## src/common/eeprom_pkg.sv

```systemverilog
// Shared constants and types for the serial EEPROM command engine
package eeprom_pkg;

  // Array geometry
  localparam int MEM_BYTES  = 256;
  localparam int PAGE_BYTES = 16;
  localparam int ACK_SLOT   = 8;
  localparam logic [7:0] ERASED_BYTE = 8'hFF;

  // Select code type identifiers
  localparam logic [3:0] TYPE_ARRAY = 4'hA;
  localparam logic [3:0] TYPE_PROT  = 4'h6;

  // Self-timed programming cycle
  localparam int CLK_PERIOD_NS        = 10;
  localparam int PROG_CYCLE_TIME_NS   = 1000;
  localparam int PROG_CYCLES_DEF      =
    (PROG_CYCLE_TIME_NS + CLK_PERIOD_NS - 1) / CLK_PERIOD_NS;

  // APB register map
  localparam logic [7:0]  REG_CTRL   = 8'h00;
  localparam logic [7:0]  REG_STATUS = 8'h04;
  localparam logic        CTRL_RST   = 1'b1;
  localparam int CTRL_EN_BIT   = 0;
  localparam int STAT_BUSY_BIT = 0;
  localparam int STAT_PROT_BIT = 1;
  localparam int STAT_WC_BIT   = 2;
  localparam int STAT_ADDR_LSB = 8;

  // Engine states, one-hot
  typedef enum logic [5:0] {
    ST_IDLE = 6'h01,
    ST_SEL  = 6'h02,
    ST_ADDR = 6'h04,
    ST_WDAT = 6'h08,
    ST_RDAT = 6'h10,
    ST_PROG = 6'h20
  } eng_state_t;

endpackage

```

## src/rtl/pin_sync.sv

```systemverilog
// Three-stage pin synchroniser with agreement filter
`timescale 1ns/1ns
`default_nettype none
module pin_sync #(
  parameter int               WIDTH   = 1,
  parameter logic [WIDTH-1:0] RST_VAL = '0
) (
  input  wire logic             mclk,
  input  wire logic             rst,
  input  wire logic [WIDTH-1:0] din,
  output logic      [WIDTH-1:0] dout
);

  logic [WIDTH-1:0] s1_ff;
  logic [WIDTH-1:0] s2_ff;
  logic [WIDTH-1:0] s3_ff;
  logic [WIDTH-1:0] out_ff;

  // First stage feeds only the second
  always_ff @(posedge mclk) begin
    if (rst) begin
      s1_ff <= RST_VAL;
      s2_ff <= RST_VAL;
      s3_ff <= RST_VAL;
    end else begin
      s1_ff <= din;
      s2_ff <= s1_ff;
      s3_ff <= s2_ff;
    end
  end

  // A bit changes only once stages two and three agree
  always_ff @(posedge mclk) begin
    if (rst) begin
      out_ff <= RST_VAL;
    end else begin
      for (int i = 0; i < WIDTH; i++) begin
        if (s2_ff[i] == s3_ff[i]) begin
          out_ff[i] <= s3_ff[i];
        end
      end
    end
  end

  assign dout = out_ff;

endmodule // pin_sync
`default_nettype wire

```

## src/rtl/prog_timer.sv

```systemverilog
// Self-timed programming cycle counter
`timescale 1ns/1ns
`default_nettype none
module prog_timer #(
  parameter int CYCLES = 100
) (
  input  wire logic mclk,
  input  wire logic rst,
  input  wire logic start,
  output logic      busy,
  output logic      done
);

  localparam int CW = $clog2(CYCLES + 1);

  logic [CW-1:0] cnt_ff;
  logic          busy_ff;

  if (CYCLES < 1) begin : g_bad_cycles
    $error("prog_timer needs at least one cycle");
  end

  // Busy for exactly CYCLES clocks after start
  always_ff @(posedge mclk) begin
    if (rst) begin
      busy_ff <= 1'b0;
      cnt_ff  <= '0;
    end else if (start && !busy_ff) begin
      busy_ff <= 1'b1;
      cnt_ff  <= CW'(CYCLES - 1);
    end else if (busy_ff) begin
      if (cnt_ff == '0) begin
        busy_ff <= 1'b0;
      end else begin
        cnt_ff <= cnt_ff - 1'b1;
      end
    end
  end

  assign busy = busy_ff;
  assign done = busy_ff && (cnt_ff == '0);

endmodule // prog_timer
`default_nettype wire

```

## src/rtl/eeprom_engine.sv

```systemverilog
// Two-wire serial EEPROM slave engine with APB status port
//
// Overview of operation
// - Write: select with rw 0, acked, then address acked, then data expected.
// - Programming starts only on Stop right after an ack slot.
// - While programming, both bus lines are ignored, no response.
// - Byte write to protected location gets NoAck, location unchanged.
// - Page write holds one to sixteen bytes of one page.
// - After each page byte only the low four address bits increment.
// - Page bytes acked when write control low; protected ones NoAck'd.
// - While busy, select gets no ack; afterwards it is acked.
// - Reads work whatever the write protection state.
// - One address counter, advanced after every byte read out.
// - Random read: dummy write loads address, repeated Start, read.
// - Current read outputs byte at counter, then increments it.
// - Master ack after a read byte makes the next byte follow.
// - Read counter wraps from last address to zero.
// - No ack in ninth slot after a sent byte returns to standby.
// - Protection register write locks lower 128 bytes for good.
// - Array reads all ones on delivery.
// - Upper select bits choose array or protection; chip bits must match.
// - Write control high protects the whole array.
// - Software protection covers lower half regardless of write control.
// - Once protected, protection select code is no longer answered.
`timescale 1ns/1ns
`default_nettype none
module eeprom_engine
  import eeprom_pkg::*;
#(
  parameter int PROG_CYCLES = PROG_CYCLES_DEF
) (
  input  wire logic        mclk,
  input  wire logic        rst,
  input  wire logic        scl,
  input  wire logic        sda_in,
  output logic             sda_out,
  output logic             sda_oe,
  input  wire logic        write_control_n,
  input  wire logic        chip_sel_bit0,
  input  wire logic        chip_sel_bit1,
  input  wire logic        chip_sel_bit2,
  input  wire logic        psel,
  input  wire logic        penable,
  input  wire logic        pwrite,
  input  wire logic [7:0]  paddr,
  input  wire logic [31:0] pwdata,
  output logic      [31:0] prdata,
  output logic             pready,
  output logic             pslverr
);

  // Write blocked for an array address
  function automatic logic is_wprot(input logic [7:0] a, input logic wc,
                                    input logic sw);
    return wc || (sw && !a[7]);
  endfunction

  eng_state_t  state_ff;
  logic [5:0]  pin_f;
  logic        scl_s;
  logic        sda_s;
  logic        wc_s;
  logic [2:0]  cs_s;
  logic        scl_q_ff;
  logic        sda_q_ff;
  logic        rise;
  logic        fall;
  logic        start_ev;
  logic        stop_ev;
  logic [3:0]  bcnt_ff;
  logic        ackslot_ff;
  logic        ack_fall;
  logic        end_fall;
  logic [7:0]  sh_ff;
  logic [7:0]  tx_ff;
  logic [7:0]  addr_ff;
  logic        sda_oe_ff;
  logic        tenth_ff;
  logic        is_prot_ff;
  logic        prot_ff;
  logic        prot_pend_ff;
  logic [15:0] pvalid_ff;
  logic [3:0]  ppage_ff;
  logic [7:0]  pbuf [PAGE_BYTES];
  logic [7:0]  mem [MEM_BYTES];
  logic [7:0]  mem_rd;
  logic        sel_ok;
  logic        wr_blk;
  logic        ack_drv;
  logic        load_tx;
  logic        prog_go;
  logic        prog_start;
  logic        prog_busy;
  logic        prog_done;
  logic        ctrl_en_ff;
  logic [31:0] prdata_ff;
  logic [31:0] stat_w;
  logic        hit_ctrl;
  logic        hit_stat;

  if (PROG_CYCLES < 1) begin : g_bad_prog
    $error("PROG_CYCLES must be at least one");
  end

  // All pins come from the bus side, outside this clock
  pin_sync #(
    .WIDTH   (6),
    .RST_VAL (6'h3F)
  ) u_sync (
    .mclk (mclk),
    .rst  (rst),
    .din  ({scl, sda_in, write_control_n,
            chip_sel_bit2, chip_sel_bit1, chip_sel_bit0}),
    .dout (pin_f)
  );

  assign scl_s = pin_f[5];
  assign sda_s = pin_f[4];
  assign wc_s  = pin_f[3];
  assign cs_s  = pin_f[2:0];

  // Previous line levels for edge and condition detection
  always_ff @(posedge mclk) begin
    if (rst) begin
      scl_q_ff <= 1'b1;
      sda_q_ff <= 1'b1;
    end else begin
      scl_q_ff <= scl_s;
      sda_q_ff <= sda_s;
    end
  end

  // Start and Stop need SCL steady high over both samples
  assign rise     = scl_s && !scl_q_ff;
  assign fall     = !scl_s && scl_q_ff;
  assign start_ev = scl_s && scl_q_ff && sda_q_ff && !sda_s;
  assign stop_ev  = scl_s && scl_q_ff && !sda_q_ff && sda_s;
  assign ack_fall = fall && !ackslot_ff && (bcnt_ff == 4'(ACK_SLOT));
  assign end_fall = fall && ackslot_ff;

  // Select decode: type, lock state and chip pins
  assign sel_ok = ((sh_ff[7:4] == TYPE_ARRAY) ||
                   ((sh_ff[7:4] == TYPE_PROT) && !prot_ff)) &&
                  (sh_ff[3:1] == cs_s);
  assign wr_blk = is_prot_ff ? wc_s : is_wprot(addr_ff, wc_s, prot_ff);
  assign mem_rd = mem[addr_ff];

  // Ack decision per phase
  always_comb begin
    ack_drv = 1'b0;
    if (state_ff == ST_SEL) begin
      ack_drv = sel_ok;
    end else if (state_ff == ST_ADDR) begin
      ack_drv = 1'b1;
    end else if (state_ff == ST_WDAT) begin
      ack_drv = !wr_blk;
    end
  end

  // Next byte to send: after a read select or an acked read byte
  assign load_tx = end_fall && (((state_ff == ST_SEL) && sh_ff[0]) ||
                                (state_ff == ST_RDAT));
  assign prog_go    = tenth_ff && ((|pvalid_ff) || prot_pend_ff);
  assign prog_start = (state_ff != ST_PROG) && stop_ev && prog_go;

  prog_timer #(
    .CYCLES (PROG_CYCLES)
  ) u_timer (
    .mclk  (mclk),
    .rst   (rst),
    .start (prog_start),
    .busy  (prog_busy),
    .done  (prog_done)
  );

  // Main bus sequencer; programming blanks it out entirely
  always_ff @(posedge mclk) begin
    if (rst) begin
      state_ff   <= ST_IDLE;
      bcnt_ff    <= '0;
      ackslot_ff <= 1'b0;
      sh_ff      <= '0;
    end else if (state_ff == ST_PROG) begin
      if (prog_done) begin
        state_ff <= ST_IDLE;
      end
    end else if (stop_ev) begin
      state_ff   <= prog_go ? ST_PROG : ST_IDLE;
      bcnt_ff    <= '0;
      ackslot_ff <= 1'b0;
    end else if (start_ev) begin
      // Repeated Start keeps the counter for a random read
      state_ff   <= ctrl_en_ff ? ST_SEL : ST_IDLE;
      bcnt_ff    <= '0;
      ackslot_ff <= 1'b0;
    end else if (state_ff != ST_IDLE) begin
      if (rise && (bcnt_ff < 4'(ACK_SLOT))) begin
        sh_ff   <= {sh_ff[6:0], sda_s};
        bcnt_ff <= bcnt_ff + 4'h1;
      end
      if (rise && ackslot_ff && (state_ff == ST_RDAT) && sda_s) begin
        state_ff <= ST_IDLE;
      end
      if (ack_fall) begin
        ackslot_ff <= 1'b1;
        if ((state_ff == ST_SEL) && !sel_ok) begin
          state_ff <= ST_IDLE;
        end
      end
      if (end_fall) begin
        ackslot_ff <= 1'b0;
        bcnt_ff    <= '0;
        unique case (state_ff)
          ST_SEL:  state_ff <= sh_ff[0] ? ST_RDAT : ST_ADDR;
          ST_ADDR: state_ff <= ST_WDAT;
          ST_WDAT: state_ff <= ST_WDAT;
          ST_RDAT: state_ff <= ST_RDAT;
          ST_IDLE: state_ff <= ST_IDLE;
          ST_PROG: state_ff <= ST_PROG;
        endcase
      end
    end
  end

  // Tenth slot lasts until the next SCL fall; its own rise must not end it,
  // because the Stop comes while SCL is high after that rise
  always_ff @(posedge mclk) begin
    if (rst) begin
      tenth_ff <= 1'b0;
    end else if (start_ev || stop_ev || (state_ff == ST_PROG)) begin
      tenth_ff <= 1'b0;
    end else if (end_fall && (state_ff == ST_WDAT)) begin
      tenth_ff <= 1'b1;
    end else if (fall) begin
      tenth_ff <= 1'b0;
    end
  end

  // Target latched with the select byte
  always_ff @(posedge mclk) begin
    if (rst) begin
      is_prot_ff <= 1'b0;
    end else if (ack_fall && (state_ff == ST_SEL)) begin
      is_prot_ff <= (sh_ff[7:4] == TYPE_PROT);
    end
  end

  // Single address counter for writes and reads
  always_ff @(posedge mclk) begin
    if (rst) begin
      addr_ff <= '0;
    end else if (ack_fall && (state_ff == ST_ADDR) && !is_prot_ff) begin
      addr_ff <= sh_ff;
    end else if (ack_fall && (state_ff == ST_WDAT)) begin
      addr_ff[3:0] <= addr_ff[3:0] + 4'h1;
    end else if (load_tx) begin
      addr_ff <= addr_ff + 8'h01;
    end
  end

  // Outgoing byte shifter, MSB first
  always_ff @(posedge mclk) begin
    if (rst) begin
      tx_ff <= '0;
    end else if (load_tx) begin
      tx_ff <= {mem_rd[6:0], 1'b0};
    end else if (fall && (state_ff == ST_RDAT) && !ackslot_ff &&
                 (bcnt_ff != 4'h0)) begin
      tx_ff <= {tx_ff[6:0], 1'b0};
    end
  end

  // Open-drain data pull; released whenever idle or busy
  always_ff @(posedge mclk) begin
    if (rst) begin
      sda_oe_ff <= 1'b0;
    end else if ((state_ff == ST_IDLE) || (state_ff == ST_PROG) ||
                 start_ev || stop_ev) begin
      sda_oe_ff <= 1'b0;
    end else if (ack_fall) begin
      sda_oe_ff <= ack_drv;
    end else if (load_tx) begin
      sda_oe_ff <= !mem_rd[7];
    end else if (end_fall) begin
      sda_oe_ff <= 1'b0;
    end else if (fall && (state_ff == ST_RDAT) && !ackslot_ff &&
                 (bcnt_ff != 4'h0)) begin
      sda_oe_ff <= !tx_ff[7];
    end
  end

  assign sda_oe  = sda_oe_ff;
  assign sda_out = 1'b0;

  // Page latches: pending flags; dropped by an aborted write
  always_ff @(posedge mclk) begin
    if (rst) begin
      pvalid_ff    <= '0;
      prot_pend_ff <= 1'b0;
      ppage_ff     <= '0;
    end else if (prog_done ||
                 ((state_ff != ST_PROG) &&
                  (start_ev || (stop_ev && !prog_go)))) begin
      pvalid_ff    <= '0;
      prot_pend_ff <= 1'b0;
    end else if (ack_fall && (state_ff == ST_WDAT) && !wr_blk) begin
      if (is_prot_ff) begin
        prot_pend_ff <= 1'b1;
      end else begin
        pvalid_ff[addr_ff[3:0]] <= 1'b1;
        ppage_ff                <= addr_ff[7:4];
      end
    end
  end

  // Page data; rollover overwrites inside the page
  always_ff @(posedge mclk) begin
    if (ack_fall && (state_ff == ST_WDAT) && !wr_blk && !is_prot_ff) begin
      pbuf[addr_ff[3:0]] <= sh_ff;
    end
  end

  // Array commit at the end of the programming cycle
  always_ff @(posedge mclk) begin
    if (rst) begin
      for (int i = 0; i < MEM_BYTES; i++) begin
        mem[i] <= ERASED_BYTE;
      end
    end else if (prog_done) begin
      for (int i = 0; i < PAGE_BYTES; i++) begin
        if (pvalid_ff[i]) begin
          mem[{ppage_ff, 4'(i)}] <= pbuf[i];
        end
      end
    end
  end

  // Lock cannot be cleared by any command
  always_ff @(posedge mclk) begin
    if (rst) begin
      prot_ff <= 1'b0;
    end else if (prog_done && prot_pend_ff) begin
      prot_ff <= 1'b1;
    end
  end

  // APB slave: zero wait states, read data captured in setup
  assign hit_ctrl = (paddr == REG_CTRL);
  assign hit_stat = (paddr == REG_STATUS);
  assign pready   = psel && penable;
  assign pslverr  = psel && penable && !(hit_ctrl || hit_stat);
  assign prdata   = prdata_ff;

  always_comb begin
    stat_w                                 = '0;
    stat_w[STAT_BUSY_BIT]                  = prog_busy;
    stat_w[STAT_PROT_BIT]                  = prot_ff;
    stat_w[STAT_WC_BIT]                    = wc_s;
    stat_w[STAT_ADDR_LSB +: 8]             = addr_ff;
  end

  // Enable gates only new Starts, so a frame in flight completes
  always_ff @(posedge mclk) begin
    if (rst) begin
      ctrl_en_ff <= CTRL_RST;
    end else if (psel && penable && pwrite && hit_ctrl) begin
      ctrl_en_ff <= pwdata[CTRL_EN_BIT];
    end
  end

  always_ff @(posedge mclk) begin
    if (rst) begin
      prdata_ff <= '0;
    end else if (psel && !penable) begin
      if (hit_ctrl) begin
        prdata_ff <= {31'h0, ctrl_en_ff};
      end else if (hit_stat) begin
        prdata_ff <= stat_w;
      end else begin
        prdata_ff <= '0;
      end
    end
  end
endmodule // eeprom_engine
`default_nettype wire

```

## config.mk

```make
export PLATFORM = sky130hd
export DESIGN_NAME = eeprom_engine
export DESIGN_NICKNAME = d
export VERILOG_FILES = /design/src/common/eeprom_pkg.sv /design/src/rtl/pin_sync.sv /design/src/rtl/prog_timer.sv /design/src/rtl/eeprom_engine.sv
export SDC_FILE = /design/constraint.sdc
export NUM_CORES = 2
export LEC_CHECK = 0
export BUFFER_PORTS_ARGS = -buffer_cell sky130_fd_sc_hd__buf_4
export CAP_MARGIN = 0
export CORE_MARGIN = 3
export CORE_UTILIZATION = 55
export CTS_BUF_LIST = sky130_fd_sc_hd__clkbuf_4 sky130_fd_sc_hd__clkbuf_8
export DETAILED_ROUTE_END_ITERATION = 12
export PLACE_DENSITY = 0.71
export RECOVER_POWER = 100
export SYNTH_ARGS = -nofsm -noshare
export SYNTH_HDL_FRONTEND = slang
export SYNTH_HIERARCHICAL = 1
export SYNTH_SLANG_ARGS = --single-unit
export TNS_END_PERCENT = 1
```

## constraint.sdc

```tcl
create_clock -name mclk -period 4.8 [get_ports mclk]
set_input_delay 0.48 -clock mclk [delete_from_list [all_inputs] [get_ports mclk]]
set_output_delay 0.48 -clock mclk [all_outputs]
set_load 0.02 [all_outputs]
```

* Yosys cells after proc, flatten, opt, wreduce, memory -nomap -nowiden
Memories as Yosys holds them, arrays and structs flattened.
Cells that the tools add are included.
** Word-level totals
- Register bits after elaboration :: 126
- Memory bits (writable) :: 2176
- Input port bits :: 51
- Output and inout bits :: 36
- Word-level logic and storage cells :: 350
- Memories :: 2
** Memories
- mem :: words 256, bits a word 8, rd ports 1, clocked after memory_dff 0, write ports 256, RTL line eeprom_engine.sv:85 : logic [7:0] mem [MEM_BYTES];
- pbuf :: words 16, bits a word 8, rd ports 16, clocked after memory_dff 0, write ports 1, RTL line eeprom_engine.sv:84 : logic [7:0] pbuf [PAGE_BYTES];
** Cells by class
- Add/sub/neg operators :: 4
- $lt $le $gt $ge :: 3
- Equality and inequality tests :: 22
- Multiplexer cells :: 165
- Bitwise operators :: 7
- Reduce and logical (&&, ||, !) cells :: 117
** Operator list (count)
- two-way mux 8 bit :: 36
- OR reduction 8 bit :: 16
- two-way mux 1 bit :: 103
- two-way mux 6 bit :: 10
- logical AND 1 bit :: 44
- two-way mux 16 bit :: 2
- two-way mux 4 bit :: 7
- case mux 6 bit (4 select lines) :: 1
- two-way mux 7 bit :: 3
- nonzero test 4 bit :: 5
- logical NOT 1 bit :: 16
- bitwise OR 16 bit :: 1
- OR reduction 16 bit :: 1
- logical OR 1 bit :: 12
- AND reduction 2 bit :: 6
- OR reduction 2 bit :: 5
- AND reduction 3 bit :: 3
- adder 4 x 1 -> 4 bit, second input constant :: 2
- adder 8 x 1 -> 8 bit, second input constant :: 1
- equality test 4 bit, second input constant :: 2
- equality test 8 x 3 -> 1 bit, second input constant :: 1
- logical NOT 8 bit :: 1
- nonzero test 2 bit :: 4
- logical NOT 7 bit :: 1
- other kinds (23) :: 35

* Depth between registers and ports, before layout
- Depth in word-level cells :: 13
- Gate-level depth with buffers :: 13
- Gate-level depth less buffers :: 9

* Modules after synthesis
Netlist, hierarchy kept.
** By module, submodules not included
- eeprom_engine :: times used 1, cells each 6979, area each 103237.8 um^2, sequential area each 66804.1 um^2
- pin_sync :: times used 1, cells each 62, area each 713.2 um^2, sequential area each 480.5 um^2
- prog_timer :: times used 1, cells each 51, area each 441.7 um^2, sequential area each 160.2 um^2

* Least setup slack after synthesis
OpenSTA, ideal clock, no wires.
- Kind :: reg2reg
- From :: register u_timer.cnt_ff[0]
- To :: memory mem[136][0] (enable)
- Setup time :: 0.375 ns
- Data arrival time :: 3.284 ns
- Required time :: 4.425 ns
- Path slack :: 1.141 ns
- Stages on the path, launching flop included :: 12
- Path buffers :: 4
- Clock period less this slack :: 3.659 ns
- Path through :: dfxtp_1 inv_1 ha_1 or3b_2 nor3_1 nor2b_1 clkbuf_1 clkbuf_1 nand2_1 clkbuf_1 clkbuf_1 o21bai_1
** RTL lines
- start: declaration :: RTL line prog_timer.sv:16 : logic [CW-1:0] cnt_ff;
- start signal: assignment :: RTL line prog_timer.sv:30 : cnt_ff <= CW'(CYCLES - 1);
- start signal: assignment :: RTL line prog_timer.sv:35 : cnt_ff <= cnt_ff - 1'b1;
- end: declaration :: RTL line eeprom_engine.sv:85

* Worst setup path after layout
- From :: register addr_ff[0]
- To :: register tx_ff[7]
** Between the ends
- Cells in the longest elaborated chain, start to end :: 2
** RTL lines
- start: declaration :: RTL line eeprom_engine.sv:76 : logic [7:0] addr_ff;
- start signal: assignment :: RTL line eeprom_engine.sv:255 : addr_ff[3:0] <= addr_ff[3:0] + 4'h1;
- start signal: assignment :: RTL line eeprom_engine.sv:257 : addr_ff <= addr_ff + 8'h01;
- memory read (256 x 8 bit)
- two-way mux 8 bit :: RTL line eeprom_engine.sv:265 : end else if (load_tx) begin
- end signal: assignment :: RTL line eeprom_engine.sv:266 : tx_ff <= {mem_rd[6:0], 1'b0};
- end signal: assignment :: RTL line eeprom_engine.sv:269 : tx_ff <= {tx_ff[6:0], 1'b0};
- end: declaration :: RTL line eeprom_engine.sv:75 : logic [7:0] tx_ff;
No other way between the ends.
A chain may end at the register's enable or synchronous reset.

==> out/results.txt <==
num rows - 159
Yosys top cell area share - 0.6259
number of max-cap violations - 10
Synth Cell Area - 104400 um^2
top-level I/O count - 87
final RePlAce weighted congestion - 1.063
Die Span Y - 441.7 um
Yosys cell types - 82
WL/cell - 41.81 um
hold path start - psel
post-synth top area cell - edfxtp_1
Finished Cell Area - 115100 um^2
Leak - 27.18 nW
startpoint type of the worst setup path - flop
syn_area_per_cell - 14.72 um^2
Mapped Cells - 7092
met1 wire length - 129.7 mm
DRC errors left - 0
WL met3 - 65.58 mm
Synth Register Bits - 2281
Iteration-0 DRC Markers - 14270
Hold Path End - prdata[1]$_SDFFE_PP0P_
synth top area cells - edfxtp_1 (63%), or3_1 (12%), mux4_2 (11%)
WL final - 416.9 mm
top-count cell post-synth - edfxtp_1
VDD IR max - 275.3 uV
Post-synth top cells - edfxtp_1 (2176), or3_1 (2055), clkbuf_1 (694), mux4_2 (492), o21bai_1 (264)
HP Class - primary input to flop
area grow syn2layout - 10.21%
H-tree levels - 5
CP arrival - 5.59 ns
CTS tree - built
failing checks - max-capacitance violations, max-slew violations
post_cts resized - 0
die width - 441.7 um
status - finished with violations
Setup violations, final - 0
CTS buffer count - 378
total track usage - 0.4221
total gr overflow - 0
first-pass GRT wire length - 563.5 mm
fin crit period - 4.585 ns
Worst Clk Skew - 0.06899 ns
Slew Viols, Final - 234
Clock Path Buffers - 4
Layout Nets - 7216
PwrDens - 341.0 nW/um^2
Vias - 72360
FF-to-FF End - tx_ff[7]$_SDFFE_PP0P_
worst slew pin tran - 2.423 ns
WS Path Type - flop to flop
worst r2r src - addr_ff[0]$_SDFFE_PP0P_
worst rel slew slack - -0.6153
Multi-input gate area - 33320 um^2
Post-CTS Setup Bufs - 0
Worst setup EP type - flop
Buffers on Ports - 33
Reg clk slew, reported paths - 0.07 ns
CP max FO - 26
Initial Util - 0.5547
RSZ-0062 raised after global routing - no
DRT Pass-1 Iters - 8
worst-skew pair later-pin latency - 1.12 ns
Fmax - 218.1 MHz
Clock Tree Root - clkbuf_8
post-route ant nets - 0
layout cell share with drive strength beyond 1 - 0.1964
final hold violations - 0
ys async rst share - 0
top layer used by detailed routing - met5
leading register cell type out of synthesis - edfxtp_1
die footprint - 195100 um^2
Post-synth EDFFs - 2176
YS warnings - 6
Post-DP HPWL - 271.6 mm
CTS Sinks - 2281
initial antenna violation count - 90
worst hold path cell count - 4
R2R Setup Slk - 0.22 ns
vias per cell - 7.257
WP data required - 5.81 ns
FF+latch area - 67460 um^2
TNS Setup - 0 ns
Core Box Area - 188200 um^2
Cell Area, Placed - 108400 um^2
post-synthesis sequential area ratio - 0.6461
R2R cell count - 11
period utilisation layout - 0.9552
largest net degree at the start of global routing - 160
fillers - 14120
vias in the first global route - 68080
wire length on met2 - 180.5 mm
## worst max path at each step
stage | from | cells after the start | to | slack [ns]
after global routing | u_timer/cnt_ff[0]$_SDFFE_PP0P_ | 11 | mem[174][5]$_SDFFCE_PN1P_ | 0.35
after detailed placement | u_timer/cnt_ff[0]$_SDFFE_PP0P_ | 9 | mem[242][3]$_SDFFCE_PN1P_ | 0.97
after floorplan | u_timer/cnt_ff[0]$_SDFFE_PP0P_ | 11 | mem[136][0]$_SDFFCE_PN1P_ | 1.14
after CTS | u_timer/cnt_ff[0]$_SDFFE_PP0P_ | 11 | mem[114][7]$_SDFFCE_PN1P_ | 0.91
after global placement | u_timer/cnt_ff[0]$_SDFFE_PP0P_ | 10 | mem[208][6]$_SDFFCE_PN1P_ | 1.0
final | addr_ff[0]$_SDFFE_PP0P_ | 11 | tx_ff[7]$_SDFFE_PP0P_ | 0.22
## sequential cells by signal (all words and copies together) (netlist names), 4 cells and up
register        cells
pvalid_ff          16
pbuf              128
u_sync/s3_ff        6
bcnt_ff             4
u_sync/s2_ff        6
mem              2048
prdata             11
u_timer/cnt_ff      7
addr_ff             8
ppage_ff            4
state_ff            6
u_sync/dout         6
tx_ff               7
u_sync/s1_ff        6
sh_ff               8
## timing repair
item                                    4_1_cts  5_1_grt
hold buffers                                 15        0
endpoints found under the hold margin        17        0
endpoints found under the setup margin        0        0
## stage by stage
| step | utilization | setup WS, ns | cells | hold WS [ns] | total power, W |
|---|---|---|---|---|---|
| after floorplan | - | 1.141 | 7113 | 0.3832 | 0.02249 |
| after global placement | 0.5762 | 0.9950 | 9257 | 0.3864 | 0.02276 |
| after detailed placement | 0.5762 | 0.9698 | 9257 | 0.3941 | 0.02277 |
| after CTS | 0.6150 | 0.9133 | 9918 | 0.002486 | 0.03919 |
| after global routing | 0.6108 | 0.3539 | 9927 | 0.06186 | 0.04006 |
| final | 0.6113 | 0.2150 | 9971 | 0.05767 | 0.03924 |
## layer usage
layer	up-vias	GRT usage
met5	-	0
met4	22	0.3217
met3	1434	0.1527
met2	6698	0.6150
met1	36160	0.5161
li1	28050	-
## report_power, final
part / internal [W] / total, W / switching [W]
sequential: 0.0217 / 0.0217 / 0.00000272
clock: 0.00902 / 0.0169 / 0.00788
combinational: 0.000123 / 0.000640 / 0.000518
## cell families after synthesis
| logic type | after synthesis | synth area share |
|---|---|---|
| other | 1 | 0.00003592 |
| adders and majority gates | 8 | 0.0009589 |
| AOI/OAI and AO/OA | 656 | 0.04485 |
| and+or+nand+nor | 2599 | 0.1483 |
| DFF | 2281 | 0.6461 |
| xor gates and xnor gates | 7 | 0.0005873 |
| buffers and inverters | 893 | 0.03792 |
| muxes | 647 | 0.1213 |
## worst max-delay path: stages (launching register included)
cell and delay, ns:
dfxtp_4 0.51, buf_12 0.24, buf_12 0.20, inv_1 0.53
clkbuf_1 1.00, buf_4 0.34, nand2_1 0.07, a21oi_1 0.81
nor3_1 0.11, a22oi_1 0.22, nor3_1 0.09, a211oi_1 0.22
## layout make-up
class	count	area share
clock buffer	519	0.05518
antenna	53	0.001153
inverter	14	0.0004785
tap	2495	0.02713
multi-input combinational	3939	0.2896
clock inverter	127	0.006993
sequential	2281	0.5864
timing repair buffer	543	0.03312
## cells in the final DEF (no fill, tap or decap), types with 19 or more instances in the layout
master       n
diode_2     53
buf_12      36
conb_1      22
nor3_1      27
or2_1       19
o21ai_0     52
nor2_1     155
clkbuf_4   127
clkbuf_1   198
a22oi_1     65
o22ai_1     34
dfxtp_1     99
clkbuf_8   392
a21oi_1     70
nor2b_1     25
nand3_1     31
a211oi_1    28
nand2_1    141
o21bai_1   264
or3_1     2055
a31oi_1     26
clkinv_1    91
mux2_2      20
mux2i_1    134
mux4_2     492
nand2_4     21
edfxtp_1  2176
and3_1      19
clkinv_2    19
buf_4      290
(Power assumes the default switching activity.)
